## src/inc/rci_pkg.sv

```systemverilog
// Package of constants and types for the reset-cause and interrupt logic
package rci_pkg;
  // ----------------------------------------
  // Register map (byte addresses, word index times four)
  // ----------------------------------------
  localparam logic [7:0] WAKE_CTRL_IDX = 8'h0e;
  localparam logic [7:0] IRQ_MASK_IDX = 8'h0f;
  localparam logic [7:0] IRQ_FLAG_IDX = 8'h3f;
  localparam logic [7:0] CAUSE_IDX = 8'h03;
  localparam logic [9:0] WAKE_CTRL_ADDR = {WAKE_CTRL_IDX, 2'b00};
  localparam logic [9:0] IRQ_MASK_ADDR = {IRQ_MASK_IDX, 2'b00};
  localparam logic [9:0] IRQ_FLAG_ADDR = {IRQ_FLAG_IDX, 2'b00};
  localparam logic [9:0] CAUSE_ADDR = {CAUSE_IDX, 2'b00};
  // ----------------------------------------
  // Field positions
  // ----------------------------------------
  localparam int OPEN_DRAIN_POS = 6;
  localparam int WDOG_EN_POS = 5;
  localparam int SLEEP_CTRL_POS = 4;
  localparam int OSC_OUT_POS = 3;
  localparam int WAKE_DIS_POS = 0;
  localparam int EXT_IRQ_POS = 3;
  localparam int TMR_IRQ_POS = 0;
  localparam int TIMEOUT_POS = 4;
  localparam int PDOWN_POS = 3;
  localparam int PIN_CHG_POS = 1;
  // ----------------------------------------
  // Reset values and writable masks
  // ----------------------------------------
  localparam logic [7:0] WAKE_CTRL_RST = 8'h31;
  localparam logic [7:0] WAKE_CTRL_WMASK = 8'h79;
  localparam logic [7:0] IRQ_MASK_RST = 8'h00;
  localparam logic [7:0] IRQ_MASK_WMASK = 8'h09;
  localparam logic [7:0] IRQ_FLAG_WMASK = 8'h0b;
  localparam logic [7:0] READ_ZERO = 8'h00;
  // ----------------------------------------
  // Fetch vectors
  // ----------------------------------------
  localparam logic [10:0] HW_VECTOR = 11'h001;
  localparam logic [10:0] SW_VECTOR = 11'h002;
  // ----------------------------------------
  // Types
  // ----------------------------------------
  typedef enum logic [1:0] {RCI_RUN, RCI_SLEEP1, RCI_SLEEP2} rci_mode_t;
endpackage

```

## src/logic/rci_sync.sv

```systemverilog
// Two-stage synchroniser for asynchronous pin inputs
`timescale 1ns/10ps
module rci_sync
  import rci_pkg::*;
#(
  parameter int WIDTH = 1
)
(
  // Clock and reset
  input wire logic clk,
  input wire logic rstn,
  // Data
  input wire logic [WIDTH-1:0] din,
  output logic [WIDTH-1:0] dout
);
  typedef struct packed
  {
    logic [WIDTH-1:0] meta;
    logic [WIDTH-1:0] sync;
  } rci_sync_state_t;

  rci_sync_state_t s_reg;
  rci_sync_state_t s_next;

  // First stage feeds only the second
  always_comb
  begin
    s_next.meta = din;
    s_next.sync = s_reg.meta;
  end

  always_ff @(posedge clk or negedge rstn)
  begin
    // Idle-high reset, so released pins show no false edge
    if (!rstn)
      s_reg <= '1;
    else
      s_reg <= s_next;
  end

  assign dout = s_reg.sync;
endmodule // rci_sync

```

## src/logic/rci_top.sv

```systemverilog
// Reset-cause flags, wake control and interrupt control of the core
`timescale 1ns/10ps
// Behaviour
// - Reset comes from power-on, reset pin low-high pulse, or watchdog time-out.
// - Power-on sets both timeout and power-down flags.
// - Reset pin while running keeps both flags.
// - Reset pin wake from sleep 1 sets timeout, clears power-down.
// - Reset pin wake from sleep 2 keeps both flags.
// - Watchdog time-out while running clears timeout, keeps power-down.
// - Watchdog wake from sleep 1 clears both flags.
// - Watchdog wake from sleep 2 clears timeout, keeps power-down.
// - Pin-change wake from sleep 2 keeps both flags.
// - Watchdog clear sets both flags; sleep sets timeout, clears power-down.
// - Pin-change wake resumes at next instruction at once; a falling sleep-control bit also pulses resume.
// - Any reset loads wake control and clears mask; pin-change wake keeps them.
// - Two hardware sources: timer overflow and external interrupt pin.
// - Each request latches into a flag; mask register holds enables.
// - Enable op sets global enable; disable op clears it.
// - Enabled hardware interrupt fetches next instruction from 001H.
// - Flags except pin-change set regardless of mask and global enable.
// - Effective request is flags AND mask bits.
// - Return-from-handler ends service and sets global enable.
// - Enabled software interrupt fetches next instruction from 002H.
module rci_top
  import rci_pkg::*;
(
  // Clock and reset
  input wire logic clk,
  input wire logic rstn,
  // Pins, asynchronous
  input wire logic reset_pin_n,
  input wire logic ext_irq_pin_n,
  input wire logic pin_change,
  // Sequencer events, same clock
  input wire logic timer_counter_overflow,
  input wire logic watchdog_timeout,
  input wire logic enable_irqs_op,
  input wire logic disable_irqs_op,
  input wire logic return_from_handler_op,
  input wire logic watchdog_clear_op,
  input wire logic enter_sleep_op,
  input wire logic sleep2_select,
  input wire logic soft_irq_op,
  // Sequencer controls
  output logic core_reset,
  output logic core_sleeping,
  output logic resume_fetch,
  output logic vector_load,
  output logic [10:0] vector_addr,
  output logic global_irq_enable,
  // Register file outputs
  output logic open_drain_enable,
  output logic watchdog_enable_bit,
  output logic oscillator_output_select,
  output logic wake_disable_bit,
  // Avalon-MM slave
  input wire logic [9:0] avs_address,
  input wire logic avs_read,
  input wire logic avs_write,
  input wire logic [31:0] avs_writedata,
  output logic [31:0] avs_readdata,
  output logic avs_waitrequest
);
  // ----------------------------------------
  // State
  // ----------------------------------------
  typedef struct packed
  {
    rci_mode_t mode;
    logic timeout_flag;
    logic pdown_flag;
    logic [7:0] wake_ctrl;
    logic [7:0] irq_mask;
    logic [7:0] irq_flag;
    logic gie;
    logic rst_pin_d;
    logic ext_pin_d;
    logic core_reset;
    logic resume;
    logic vec_load;
    logic [10:0] vec_addr;
    logic bus_wait;
    logic asleep;
    logic [31:0] rdata;
  } rci_state_t;

  rci_state_t s_reg;
  rci_state_t s_next;
  logic rst_pin_s;
  logic ext_pin_s;
  logic pin_chg_s;
  logic pin_chg_n_s;
  logic rst_pin_rise;
  logic ext_pin_fall;
  logic [7:0] eff_req;
  logic sleeping;

  // ----------------------------------------
  // Pin synchronisers
  // ----------------------------------------
  rci_sync #(.WIDTH(3)) u_sync
  (
    .clk(clk),
    .rstn(rstn),
    // Pin change inverted so every stage idles high
    .din({reset_pin_n, ext_irq_pin_n, !pin_change}),
    .dout({rst_pin_s, ext_pin_s, pin_chg_n_s})
  );

  assign pin_chg_s = !pin_chg_n_s;

  function automatic logic addr_hit(input logic [9:0] a, input logic [9:0] r);
    addr_hit = (a == r);
  endfunction

  // Reset pin acts on the release edge, matching a low-high pulse
  assign rst_pin_rise = rst_pin_s && !s_reg.rst_pin_d;
  assign ext_pin_fall = !ext_pin_s && s_reg.ext_pin_d;
  assign eff_req = s_reg.irq_flag & s_reg.irq_mask;
  assign sleeping = (s_reg.mode != RCI_RUN);

  // ----------------------------------------
  // Next-state logic
  // ----------------------------------------
  always_comb
  begin
    s_next = s_reg;
    s_next.rst_pin_d = rst_pin_s;
    s_next.ext_pin_d = ext_pin_s;
    s_next.core_reset = 1'b0;
    s_next.resume = 1'b0;
    s_next.vec_load = 1'b0;
    s_next.bus_wait = 1'b1;
    if (enable_irqs_op)
      s_next.gie = 1'b1;
    if (disable_irqs_op)
      s_next.gie = 1'b0;
    if (return_from_handler_op)
      s_next.gie = 1'b1;
    if (watchdog_clear_op)
    begin
      s_next.timeout_flag = 1'b1;
      s_next.pdown_flag = 1'b1;
    end
    if (enter_sleep_op && !sleeping)
    begin
      s_next.timeout_flag = 1'b1;
      s_next.pdown_flag = 1'b0;
      s_next.mode = sleep2_select ? RCI_SLEEP2 : RCI_SLEEP1;
    end
    // Bus wait cycle: read data captured, answer stands next cycle
    if ((avs_read || avs_write) && s_reg.bus_wait)
    begin
      s_next.bus_wait = 1'b0;
      s_next.rdata = '0;
      if (addr_hit(avs_address, WAKE_CTRL_ADDR))
        s_next.rdata[7:0] = s_reg.wake_ctrl;
      else if (addr_hit(avs_address, IRQ_MASK_ADDR))
        s_next.rdata[7:0] = s_reg.irq_mask;
      else if (addr_hit(avs_address, IRQ_FLAG_ADDR))
        s_next.rdata[7:0] = s_reg.irq_flag;
      else if (addr_hit(avs_address, CAUSE_ADDR))
      begin
        s_next.rdata[TIMEOUT_POS] = s_reg.timeout_flag;
        s_next.rdata[PDOWN_POS] = s_reg.pdown_flag;
      end
    end
    // Write lands at the accept edge; loses to hardware sets below
    if (avs_write && !s_reg.bus_wait)
    begin
      if (addr_hit(avs_address, WAKE_CTRL_ADDR))
        s_next.wake_ctrl = avs_writedata[7:0] & WAKE_CTRL_WMASK;
      else if (addr_hit(avs_address, IRQ_MASK_ADDR))
        s_next.irq_mask = avs_writedata[7:0] & IRQ_MASK_WMASK;
      else if (addr_hit(avs_address, IRQ_FLAG_ADDR))
        s_next.irq_flag = avs_writedata[7:0] & IRQ_FLAG_WMASK;
    end
    // resume also pulses when software drops sleep bit
    if (s_reg.wake_ctrl[SLEEP_CTRL_POS] && !s_next.wake_ctrl[SLEEP_CTRL_POS])
      s_next.resume = 1'b1;
    if (timer_counter_overflow)
      s_next.irq_flag[TMR_IRQ_POS] = 1'b1;
    if (ext_pin_fall)
      s_next.irq_flag[EXT_IRQ_POS] = 1'b1;
    // Pin-change flag only when the wake-disable bit in wake control is clear
    if (pin_chg_s && !s_reg.wake_ctrl[WAKE_DIS_POS])
      s_next.irq_flag[PIN_CHG_POS] = 1'b1;
    if (|eff_req && s_reg.gie && !sleeping)
    begin
      s_next.gie = 1'b0;
      s_next.vec_load = 1'b1;
      s_next.vec_addr = HW_VECTOR;
    end
    else if (soft_irq_op && s_reg.gie)
    begin
      s_next.gie = 1'b0;
      s_next.vec_load = 1'b1;
      s_next.vec_addr = SW_VECTOR;
    end
    // pin-change wake keeps flags and registers
    if (s_reg.mode == RCI_SLEEP2 && pin_chg_s && !s_reg.wake_ctrl[WAKE_DIS_POS])
    begin
      s_next.mode = RCI_RUN;
      s_next.resume = 1'b1;
    end
    if (rst_pin_rise || watchdog_timeout)
    begin
      unique case (s_reg.mode)
        RCI_RUN:
        begin
          s_next.timeout_flag = rst_pin_rise ? s_reg.timeout_flag : 1'b0;
          s_next.pdown_flag = s_reg.pdown_flag;
        end
        RCI_SLEEP1:
        begin
          s_next.timeout_flag = rst_pin_rise;
          s_next.pdown_flag = 1'b0;
        end
        RCI_SLEEP2:
        begin
          s_next.timeout_flag = rst_pin_rise ? s_reg.timeout_flag : 1'b0;
          s_next.pdown_flag = s_reg.pdown_flag;
        end
        default:
        begin
          s_next.timeout_flag = s_reg.timeout_flag;
          s_next.pdown_flag = s_reg.pdown_flag;
        end
      endcase
      s_next.wake_ctrl = WAKE_CTRL_RST;
      s_next.irq_mask = IRQ_MASK_RST;
      s_next.irq_flag = '0;
      s_next.gie = 1'b0;
      s_next.mode = RCI_RUN;
      s_next.core_reset = 1'b1;
      s_next.vec_load = 1'b0;
      s_next.resume = 1'b0;
    end
    s_next.asleep = (s_next.mode != RCI_RUN);
  end

  // ----------------------------------------
  // Registers
  // ----------------------------------------
  always_ff @(posedge clk or negedge rstn)
  begin
    if (!rstn)
    begin
      s_reg <= '0;
      s_reg.timeout_flag <= 1'b1;
      s_reg.pdown_flag <= 1'b1;
      s_reg.wake_ctrl <= WAKE_CTRL_RST;
      s_reg.irq_mask <= IRQ_MASK_RST;
      s_reg.rst_pin_d <= 1'b1;
      s_reg.ext_pin_d <= 1'b1;
      s_reg.core_reset <= 1'b1;
      s_reg.bus_wait <= 1'b1;
      s_reg.mode <= RCI_RUN;
    end
    else
      s_reg <= s_next;
  end

  // ----------------------------------------
  // Outputs
  // ----------------------------------------
  assign core_reset = s_reg.core_reset;
  assign core_sleeping = s_reg.asleep;
  assign resume_fetch = s_reg.resume;
  assign vector_load = s_reg.vec_load;
  assign vector_addr = s_reg.vec_addr;
  assign global_irq_enable = s_reg.gie;
  assign open_drain_enable = s_reg.wake_ctrl[OPEN_DRAIN_POS];
  assign watchdog_enable_bit = s_reg.wake_ctrl[WDOG_EN_POS];
  assign oscillator_output_select = s_reg.wake_ctrl[OSC_OUT_POS];
  assign wake_disable_bit = s_reg.wake_ctrl[WAKE_DIS_POS];
  assign avs_readdata = s_reg.rdata;
  // Idles high; drops only in the cycle the answer stands
  assign avs_waitrequest = s_reg.bus_wait;

  // ----------------------------------------
  // Checks
  // ----------------------------------------
  vector_hw_a: assert property (@(posedge clk) disable iff (!rstn)
    (|eff_req && s_reg.gie && !sleeping && !rst_pin_rise && !watchdog_timeout)
    |=> (vector_load && vector_addr == HW_VECTOR))
    else $error("hardware vector not taken");
  vector_sw_a: assert property (@(posedge clk) disable iff (!rstn)
    (soft_irq_op && s_reg.gie && !(|eff_req && !sleeping)
      && !rst_pin_rise && !watchdog_timeout)
    |=> (vector_load && vector_addr == SW_VECTOR))
    else $error("software vector not taken");
  pin_wake_a: assert property (@(posedge clk) disable iff (!rstn)
    (s_reg.mode == RCI_SLEEP2 && pin_chg_s && !s_reg.wake_ctrl[WAKE_DIS_POS]
      && !rst_pin_rise && !watchdog_timeout && !watchdog_clear_op)
    |=> (s_reg.timeout_flag == $past(s_reg.timeout_flag)
      && s_reg.pdown_flag == $past(s_reg.pdown_flag) && resume_fetch))
    else $error("pin-change wake changed flags");
  gie_clear_a: assert property (@(posedge clk) disable iff (!rstn)
    vector_load |-> !global_irq_enable)
    else $error("global enable left set on entry");
  gie_set_a: assert property (@(posedge clk) disable iff (!rstn)
    (enable_irqs_op && !rst_pin_rise && !watchdog_timeout && !(|eff_req && s_reg.gie))
    |=> global_irq_enable)
    else $error("enable op ignored");
  gie_off_a: assert property (@(posedge clk) disable iff (!rstn)
    (disable_irqs_op && !enable_irqs_op && !return_from_handler_op) |=> !global_irq_enable)
    else $error("disable op ignored");
  tmr_flag_a: assert property (@(posedge clk) disable iff (!rstn)
    (timer_counter_overflow && !rst_pin_rise && !watchdog_timeout)
    |=> s_reg.irq_flag[TMR_IRQ_POS])
    else $error("timer flag not set");
  wdt_run_a: assert property (@(posedge clk) disable iff (!rstn)
    (watchdog_timeout && s_reg.mode == RCI_RUN)
    |=> (!s_reg.timeout_flag && s_reg.pdown_flag == $past(s_reg.pdown_flag)))
    else $error("watchdog flags wrong");
  sleep_flags_a: assert property (@(posedge clk) disable iff (!rstn)
    (enter_sleep_op && !sleeping && !rst_pin_rise && !watchdog_timeout)
    |=> (s_reg.timeout_flag && !s_reg.pdown_flag && core_sleeping))
    else $error("sleep flags wrong");
  reset_regs_a: assert property (@(posedge clk) disable iff (!rstn)
    watchdog_timeout |=> (s_reg.wake_ctrl == WAKE_CTRL_RST && s_reg.irq_mask == IRQ_MASK_RST
      && core_reset))
    else $error("reset values not loaded");
endmodule // rci_top

```

## config.mk

```make
export PLATFORM = sky130hd
export DESIGN_NAME = rci_top
export DESIGN_NICKNAME = d
export VERILOG_FILES = /design/src/inc/rci_pkg.sv /design/src/logic/rci_sync.sv /design/src/logic/rci_top.sv
export SDC_FILE = /design/constraint.sdc
export NUM_CORES = 1
export LEC_CHECK = 0
export BUFFER_PORTS_ARGS = -buffer_cell sky130_fd_sc_hd__buf_2
export CORE_MARGIN = 2
export CORE_UTILIZATION = 41
export DETAILED_ROUTE_END_ITERATION = 16
export PLACE_DENSITY = 0.88
export SYNTH_ARGS = -nofsm -noshare
export SYNTH_HDL_FRONTEND = slang
export SYNTH_SLANG_ARGS = --single-unit
```

## constraint.sdc

```tcl
create_clock -name clk -period 2.35 [get_ports clk]
set_input_delay 0.235 -clock clk [delete_from_list [all_inputs] [get_ports clk]]
set_output_delay 0.235 -clock clk [all_outputs]
set_load 0.02 [all_outputs]
```

Word-level counts from Yosys, hierarchy flattened:

Cells that the tools add are included.
W data, S select, Z words.

* output and inout bits: 53
* word-level logic and storage cells: 122
* bits in registers: 61
* input port bits: 58

* bitwise operators: 1
* reductions and logical operators: 48
* equality and inequality tests: 18
* muxes and demuxes: 33

Operator list (count)
* $mux W8: 6
* $mux W29: 1
* $mux W12: 2
* $mux W24: 1
* $reduce_bool A3 Y1: 7
* $eq A10 B6 Y1 const B: 2
* $mux W16: 1
* $reduce_and A4 Y1: 4
* $ne A3 B2 Y1 const B: 5
* $reduce_bool A2 Y1: 7
* $logic_and A1 B1 Y1: 12
* $mux W1: 12
* $eq A10 B4 Y1 const B: 1
* $eq A10 B8 Y1 const B: 1
* $mux W2: 5
* $mux W3: 3
* $reduce_and A3 Y1: 3
* $and A8 B8 Y8: 1
* $logic_not A1 Y1: 8
* $reduce_or A8 Y1: 1
* $ne A2 B1 Y1 const B: 3
* $ne A3 B1 Y1 const B: 2
* $reduce_bool A6 Y1: 1
* $mux W4: 1
* other kinds (9): 10

Logic depth before layout (Yosys ltp):

Gate-level depths: netlist of run 1.

* word-level depth: 10
* mapped depth: 6
* depth with buffers taken out: 5

Hierarchy:

From an unflattened synthesis of run 1, not the netlist that was laid out.

* cell total of the unflattened synthesis: 193
* area total of the unflattened synthesis: 1965.6 µm²

By module, submodules not included
* rci_top: seq. area each 762.0 µm², area each 1808.0 µm², cells each 187, instances 1
* rci_sync: seq. area each 157.7 µm², area each 157.7 µm², cells each 6, instances 1

Least setup slack after synthesis of run 1:

OpenSTA, ideal clock, no wires.

* path type: input-to-reg
* start point: input port avs_address[9]
* end point: register s_reg, in the netlist resume_fetch
* stages: 4
* setup slack: 486 ps
* required time: 2272 ps
* library setup time: 78 ps
* path buffers: 0
* arrival time: 1786 ps
* cell sequence: or4_4 -> or4_1 -> or3b_1 -> a21oi_1

RTL lines
* from (decl): RTL line rci_top.sv:57 `input wire logic [9:0] avs_address,`
* to (signal assigned): RTL line rci_top.sv:261 `s_reg <= s_next;`
* to (decl): RTL line rci_top.sv:87 `rci_state_t s_reg;`

Worst setup path in the final report of run 1:

* start point: register s_reg[49] (netlist name)
* end point: register s_reg, in the netlist wake_disable_bit

* longest elaborated chain between the ends: 5
* elaborated cells between the ends (all ways): 7
* classes of those cells: 1 x mux; 6 x reduce/logical

Ends and longest elaborated chain
* $logic_not A1 Y1 *: RTL line rci_top.sv:117 `assign rst_pin_rise = rst_pin_s && !s_reg.rst_pin_d;`
* $logic_and A1 B1 Y1 *: RTL line rci_top.sv:117
* $logic_or A1 B1 Y1 *: RTL line rci_top.sv:206 `if (rst_pin_rise || watchdog_timeout)`
* $reduce_bool A2 Y1 (no source line)
* $reduce_and A2 Y1 (no source line)

Mark *: on every way between the ends. The rest lies on a longest branch, timed or not.
A chain may end at the register's enable or synchronous reset.

==> metrics.txt, run 1 <==
most common flop cell mapped by yosys dfrtp_1; CP Data Arrival Time 2180 ps; Max Slew Vio Count 0; Worst-Skew Late Latency 290 ps; Antenna Nets Post-Route 0; Final Cycle Share 83.8%; Starting Density 42.7%; post-CTS setup buffers 0; mux contribution to synthesized area 3.34%; ranking of synthesized cells by area dfrtp_1 28%, dfstp_2 21%, buf_4 17%, nand2_1 3.4%, a21oi_1 3.2%; Die W 71.6 µm; ANT cells 0; Setup crit start kind flop; Max-slew headroom 48.7%; initial antenna violation count 0; global route overflow 0; Post-synth top cells 43 x buf_4, 21 x dfrtp_1, 17 x nand2_1; worst reg2reg setup slack 380 ps; post-cts hold buffer count 0; GRT busiest layer met2; asr flop ratio synth 100%; RSZ-0062 raised after global routing no; H-tree levels 2; synth unique cells 35; post-synthesis compound-gate area fraction 10.8%; area grow syn2layout 12.7%; EDFF count, synth 0; setup violators final 0; met3 GRT Util 4.92%; drc violations 0; CTS buffer count 5; Leak Pwr 1.03 nW; Tmin final 1970 ps; Seq/Total Area, Yosys 49.1%; top-count cell post-synth buf_4; CP endpoint kind flop; Hold Fails Final Rpt 0; worst reg2reg path depth 5; Syn Inst Count 190; Finished Core Util 48.1%; Power Total 1.43 mW; clk root buf clkbuf_8; largest family of logic cells by synthesized area buffers and inverters; area share of fa/ha/maj cells after synthesis 0%; Total Nets Final 292; Yosys top cell area share 28.1%; first-pass GRT wire length 5780 µm; vias in the first global route 1257; CTS tree yes; Peak supply drop 0.415 mV; critical path type flop to flop; Sum Neg Setup Slack 0 ps; Clock Path Buffers 2; Critical R2R Launch s_reg[49]; I/O Buffers 49; area leader, netlist dfrtp_1; worst-path fanout max 15; WL/cell 12.5 µm; core region area 4380 µm²; CTS Sinks 36; via count 1341; drt via density 4.67; GR Util met1 19.2%; Resized Gates After CTS 0; Hold Crit Class input pin to asynchronous set/reset pin; Min Hold Slack 23.3 ps; Initial DRT Pass Iterations 4; Avg Synthesized Cell Area 9.85 µm²; Final GP Congestion 0.844; Total Wirelength 3600 µm; die extent in y 71.6 µm; XOR/XNOR share of the synthesized area 0%; Syn. warnings 0; Post-Place Cells 279; grt met2 use 23.3%; status complete, no violations; layout cells sized above 1 34.5%; clock slew at reported path FFs 70 ps; f_max 0.508 GHz; Post-Syn Area 1870 µm²; max_cap viols 0; R2R Path End wake_disable_bit; non-filler instance count after layout 287; largest net degree at the start of global routing 37; P per Cell Area 677 nW/µm²; clk_skew 3.14 ps; Die ar. 5120 µm²; worst slew pin tran 770 ps; Total GRT Usage 14.6%; Synth Area in Simple Gates 17.7%; worst endpoint required time 2560 ps; Yosys reg bits 36; placed wire-length estimate 2770 µm; drt first-iter violations 40; max FFs per register 12; io pins 111; num rows 24
## metal layers
metal	routed length, µm	up-vias
met4	32	0
met3	319	4
met1	1560	614
met2	1690	61
li1	-	662
met5	0	-
## how the worst max path moves through the flow
stage / endpoint / startpoint / slack (ps)
5_1_grt: wake_disable_bit / s_reg[49] / 200
3_5_place_dp: resume_fetch / avs_address[9] / 290
4_1_cts: wake_disable_bit / s_reg[49] / 370
3_3_place_gp: resume_fetch / avs_address[9] / 300
2_1_floorplan: resume_fetch / avs_address[9] / 490
6_report: wake_disable_bit / s_reg[49] / 380
## logic make-up after synthesis
kind of cell | after synthesis
and+or+nand+nor | 62
DFF | 36
buffers and inverters | 51
muxes | 6
other | 1
AOI/OAI and AO/OA | 34
## cell type report
class	instances	area, µm²
tap	52	65.1
fill	427	2270
clock inverter	1	30.0
multi-input combinational	137	727
clock buffer	7	96.3
inverter	3	11.3
timing repair buffer	51	260
sequential	36	920
## report_power, final
| group | switching (mW) | total [mW] | internal, mW |
|---|---|---|---|
| logic | 0.118 | 0.167 | 0.0489 |
| registers | 0.0181 | 0.673 | 0.655 |
| clock network | 0.215 | 0.590 | 0.374 |
## worst max-delay path: stages (launching register included)
cell     delay [ps]
dfstp_2         520
nor2b_1          50
nor2_1          560
inv_1           420
nor3_1          260
a21oi_1          70
## through the flow
step	instance area, µm²	setup WS, ps
after floorplan	2000	486
after global placement	1980	301
after detailed placement	1980	293
after CTS	2110	374
after global routing	2110	205
final	2110	381
## cell usage in the layout (no fill, tap or decap), types with 4 or more instances in the layout
master,Yosys,layout
buf_2,0,49
conb_1,1,35
dfrtp_1,21,21
nand2_1,17,17
dfstp_2,15,15
nor2_1,12,12
a21oi_1,12,12
o21ai_0,12,12
nor3_1,7,7
clkbuf_8,0,7
nand3_1,6,6
mux2i_1,4,4
(Power assumes the default switching activity.)
==> inputs of run 2 (changes only) <==
==> constraint.sdc (replaced) <==
create_clock -name clk -period 2.1 [get_ports clk]
set_input_delay 0.21 -clock clk [delete_from_list [all_inputs] [get_ports clk]]
set_output_delay 0.21 -clock clk [all_outputs]
set_load 0.02 [all_outputs]
==> run 2 against run 1 <==
The flow now finishes with violations (negative hold slack). Sequential cell count unchanged. Maximum frequency up 4.4%. Hold slack lost 36 ps. Cell area rose by 1.8%. Register-to-register slack got worse by 170 ps. Cell count grew 1.4%. Total power up 13%. Clock power increased by 14%.
==> metrics.txt, run 2 (synthesis results as in run 1) <==
status finished with violations; violated checks negative hold slack; Worst-Skew Late Latency 300 ps; layout cells sized above 1 35.1%; Clock Path Buffers 2; worst path bufs/invs 0; global route overflow 0; Max-slew headroom 48.0%; P per Cell Area 751 nW/µm²; clk_skew 2.92 ps; Worst path max stage delay 450 ps; Critical path origin avs_waitrequest; CTS buffer count 5; Max Slew Vio Count 0; post-CTS setup buffers 0; io pins 111; die extent in y 71.6 µm; critical path type flop to flop; Starting Density 42.7%; worst slew pin tran 780 ps; vias in the first global route 1310; Reg area 920 µm²; Peak supply drop 0.409 mV; worst-path fanout max 6; core region area 4380 µm²; Die W 71.6 µm; clk root buf clkbuf_8; placed wire-length estimate 2780 µm; num rows 24; Final GP Congestion 0.852; RSZ-0062 raised after global routing no; initial antenna violation count 0; worst reg2reg setup slack 210 ps; Multi-input gate area 729 µm²; Critical R2R Launch avs_waitrequest; ANT cells 0; Finished Core Util 49.0%; delay-heaviest family, CP simple AND/OR/NAND/NOR gates; f_max 0.530 GHz; area grow syn2layout 14.7%; Slowest-stage cell, CP or4_1; max FFs per register 12; WL/cell 12.7 µm; clock slew at reported path FFs 70 ps; drt first-iter violations 58; Min Hold Slack -12.5 ps; Total Wirelength 3710 µm; worst reg2reg path depth 4; Sum Neg Setup Slack 0 ps; Hold Fails Final Rpt 18; Total Nets Final 296; Leak Pwr 1.05 nW; Initial DRT Pass Iterations 4; Hold Crit Class input pin to asynchronous set/reset pin; drt via density 4.73; CP cell instances or3b_2, or4_1, or3b_1, a21oi_1; CP Data Arrival Time 2100 ps; setup violators final 0; largest net degree at the start of global routing 37; Final Cycle Share 89.8%; Tmin final 1890 ps; leading cell type in the layout, fill and taps excluded buf_2; Total GRT Usage 15.6%; CP endpoint kind flop; H-tree levels 2; drc violations 0; worst endpoint required time 2310 ps; CTS Sinks 36; Antenna Nets Post-Route 0; first-pass GRT wire length 6030 µm; max_cap viols 0; via count 1377; commonest cells after routing, fill and taps aside 49 x buf_2, 35 x conb_1, 21 x dfrtp_1; Die ar. 5120 µm²; I/O Buffers 49; Filler cells 425; Setup crit start kind flop; CTS tree yes; R2R Path End resume_fetch
## run 2: worst max-delay path by stage
stage	end	slack (ps)	cells after the start
floorplan	resume_fetch	260	4
global placement	resume_fetch	80	5
detailed placement	resume_fetch	30	5
CTS	s_reg[71]	120	5
global route	resume_fetch	120	4
finish	resume_fetch	210	4
## run 2: where the power goes
| group | internal [mW] | switching, mW |
|---|---|---|
| logic | 0.0574 | 0.133 |
| clock network | 0.419 | 0.252 |
| registers | 0.733 | 0.0196 |
## run 2: routing by layer
| layer | up-vias | part of all wire (%) | track usage, % |
|---|---|---|---|
| met3 | 9 | 7.4 | 4.50 |
| met2 | 54 | 48 | 24.5 |
| met4 | 0 | 2.1 | 8.18 |
| li1 | 674 | - | - |
| met5 | - | 0 | 0 |
| met1 | 640 | 43 | 19.5 |
## run 2: final cells by class
cell class / count / area share [%]
clock buffers: 7 / 4.49
repair buffers: 55 / 13.8
clock inverters: 1 / 1.40
well taps: 52 / 3.03
multi-input cells: 137 / 34.0
flip-flops and latches: 36 / 42.8
inverters: 3 / 0.524
## run 2: metrics by stage
stage / instances / area, µm² / power (mW) / setup slack (ps) / hold WS (ps)
after floorplan: 224 / 2000 / 0.927 / 261 / -85.6
after global placement: 281 / 2000 / 0.945 / 75.1 / 316
after detailed placement: 281 / 2000 / 0.950 / 31.1 / 316
after CTS: 289 / 2120 / 1.62 / 119 / 0.948
after global routing: 291 / 2150 / 1.68 / 115 / 22.3
final: 291 / 2150 / 1.61 / 214 / -12.5
## run 2: timing repair
item | CTS | global route
gates resized for setup | 0 | 1
endpoints found under the hold margin | 0 | 2
setup endpoints to repair | 0 | 3
hold buffers | 0 | 2
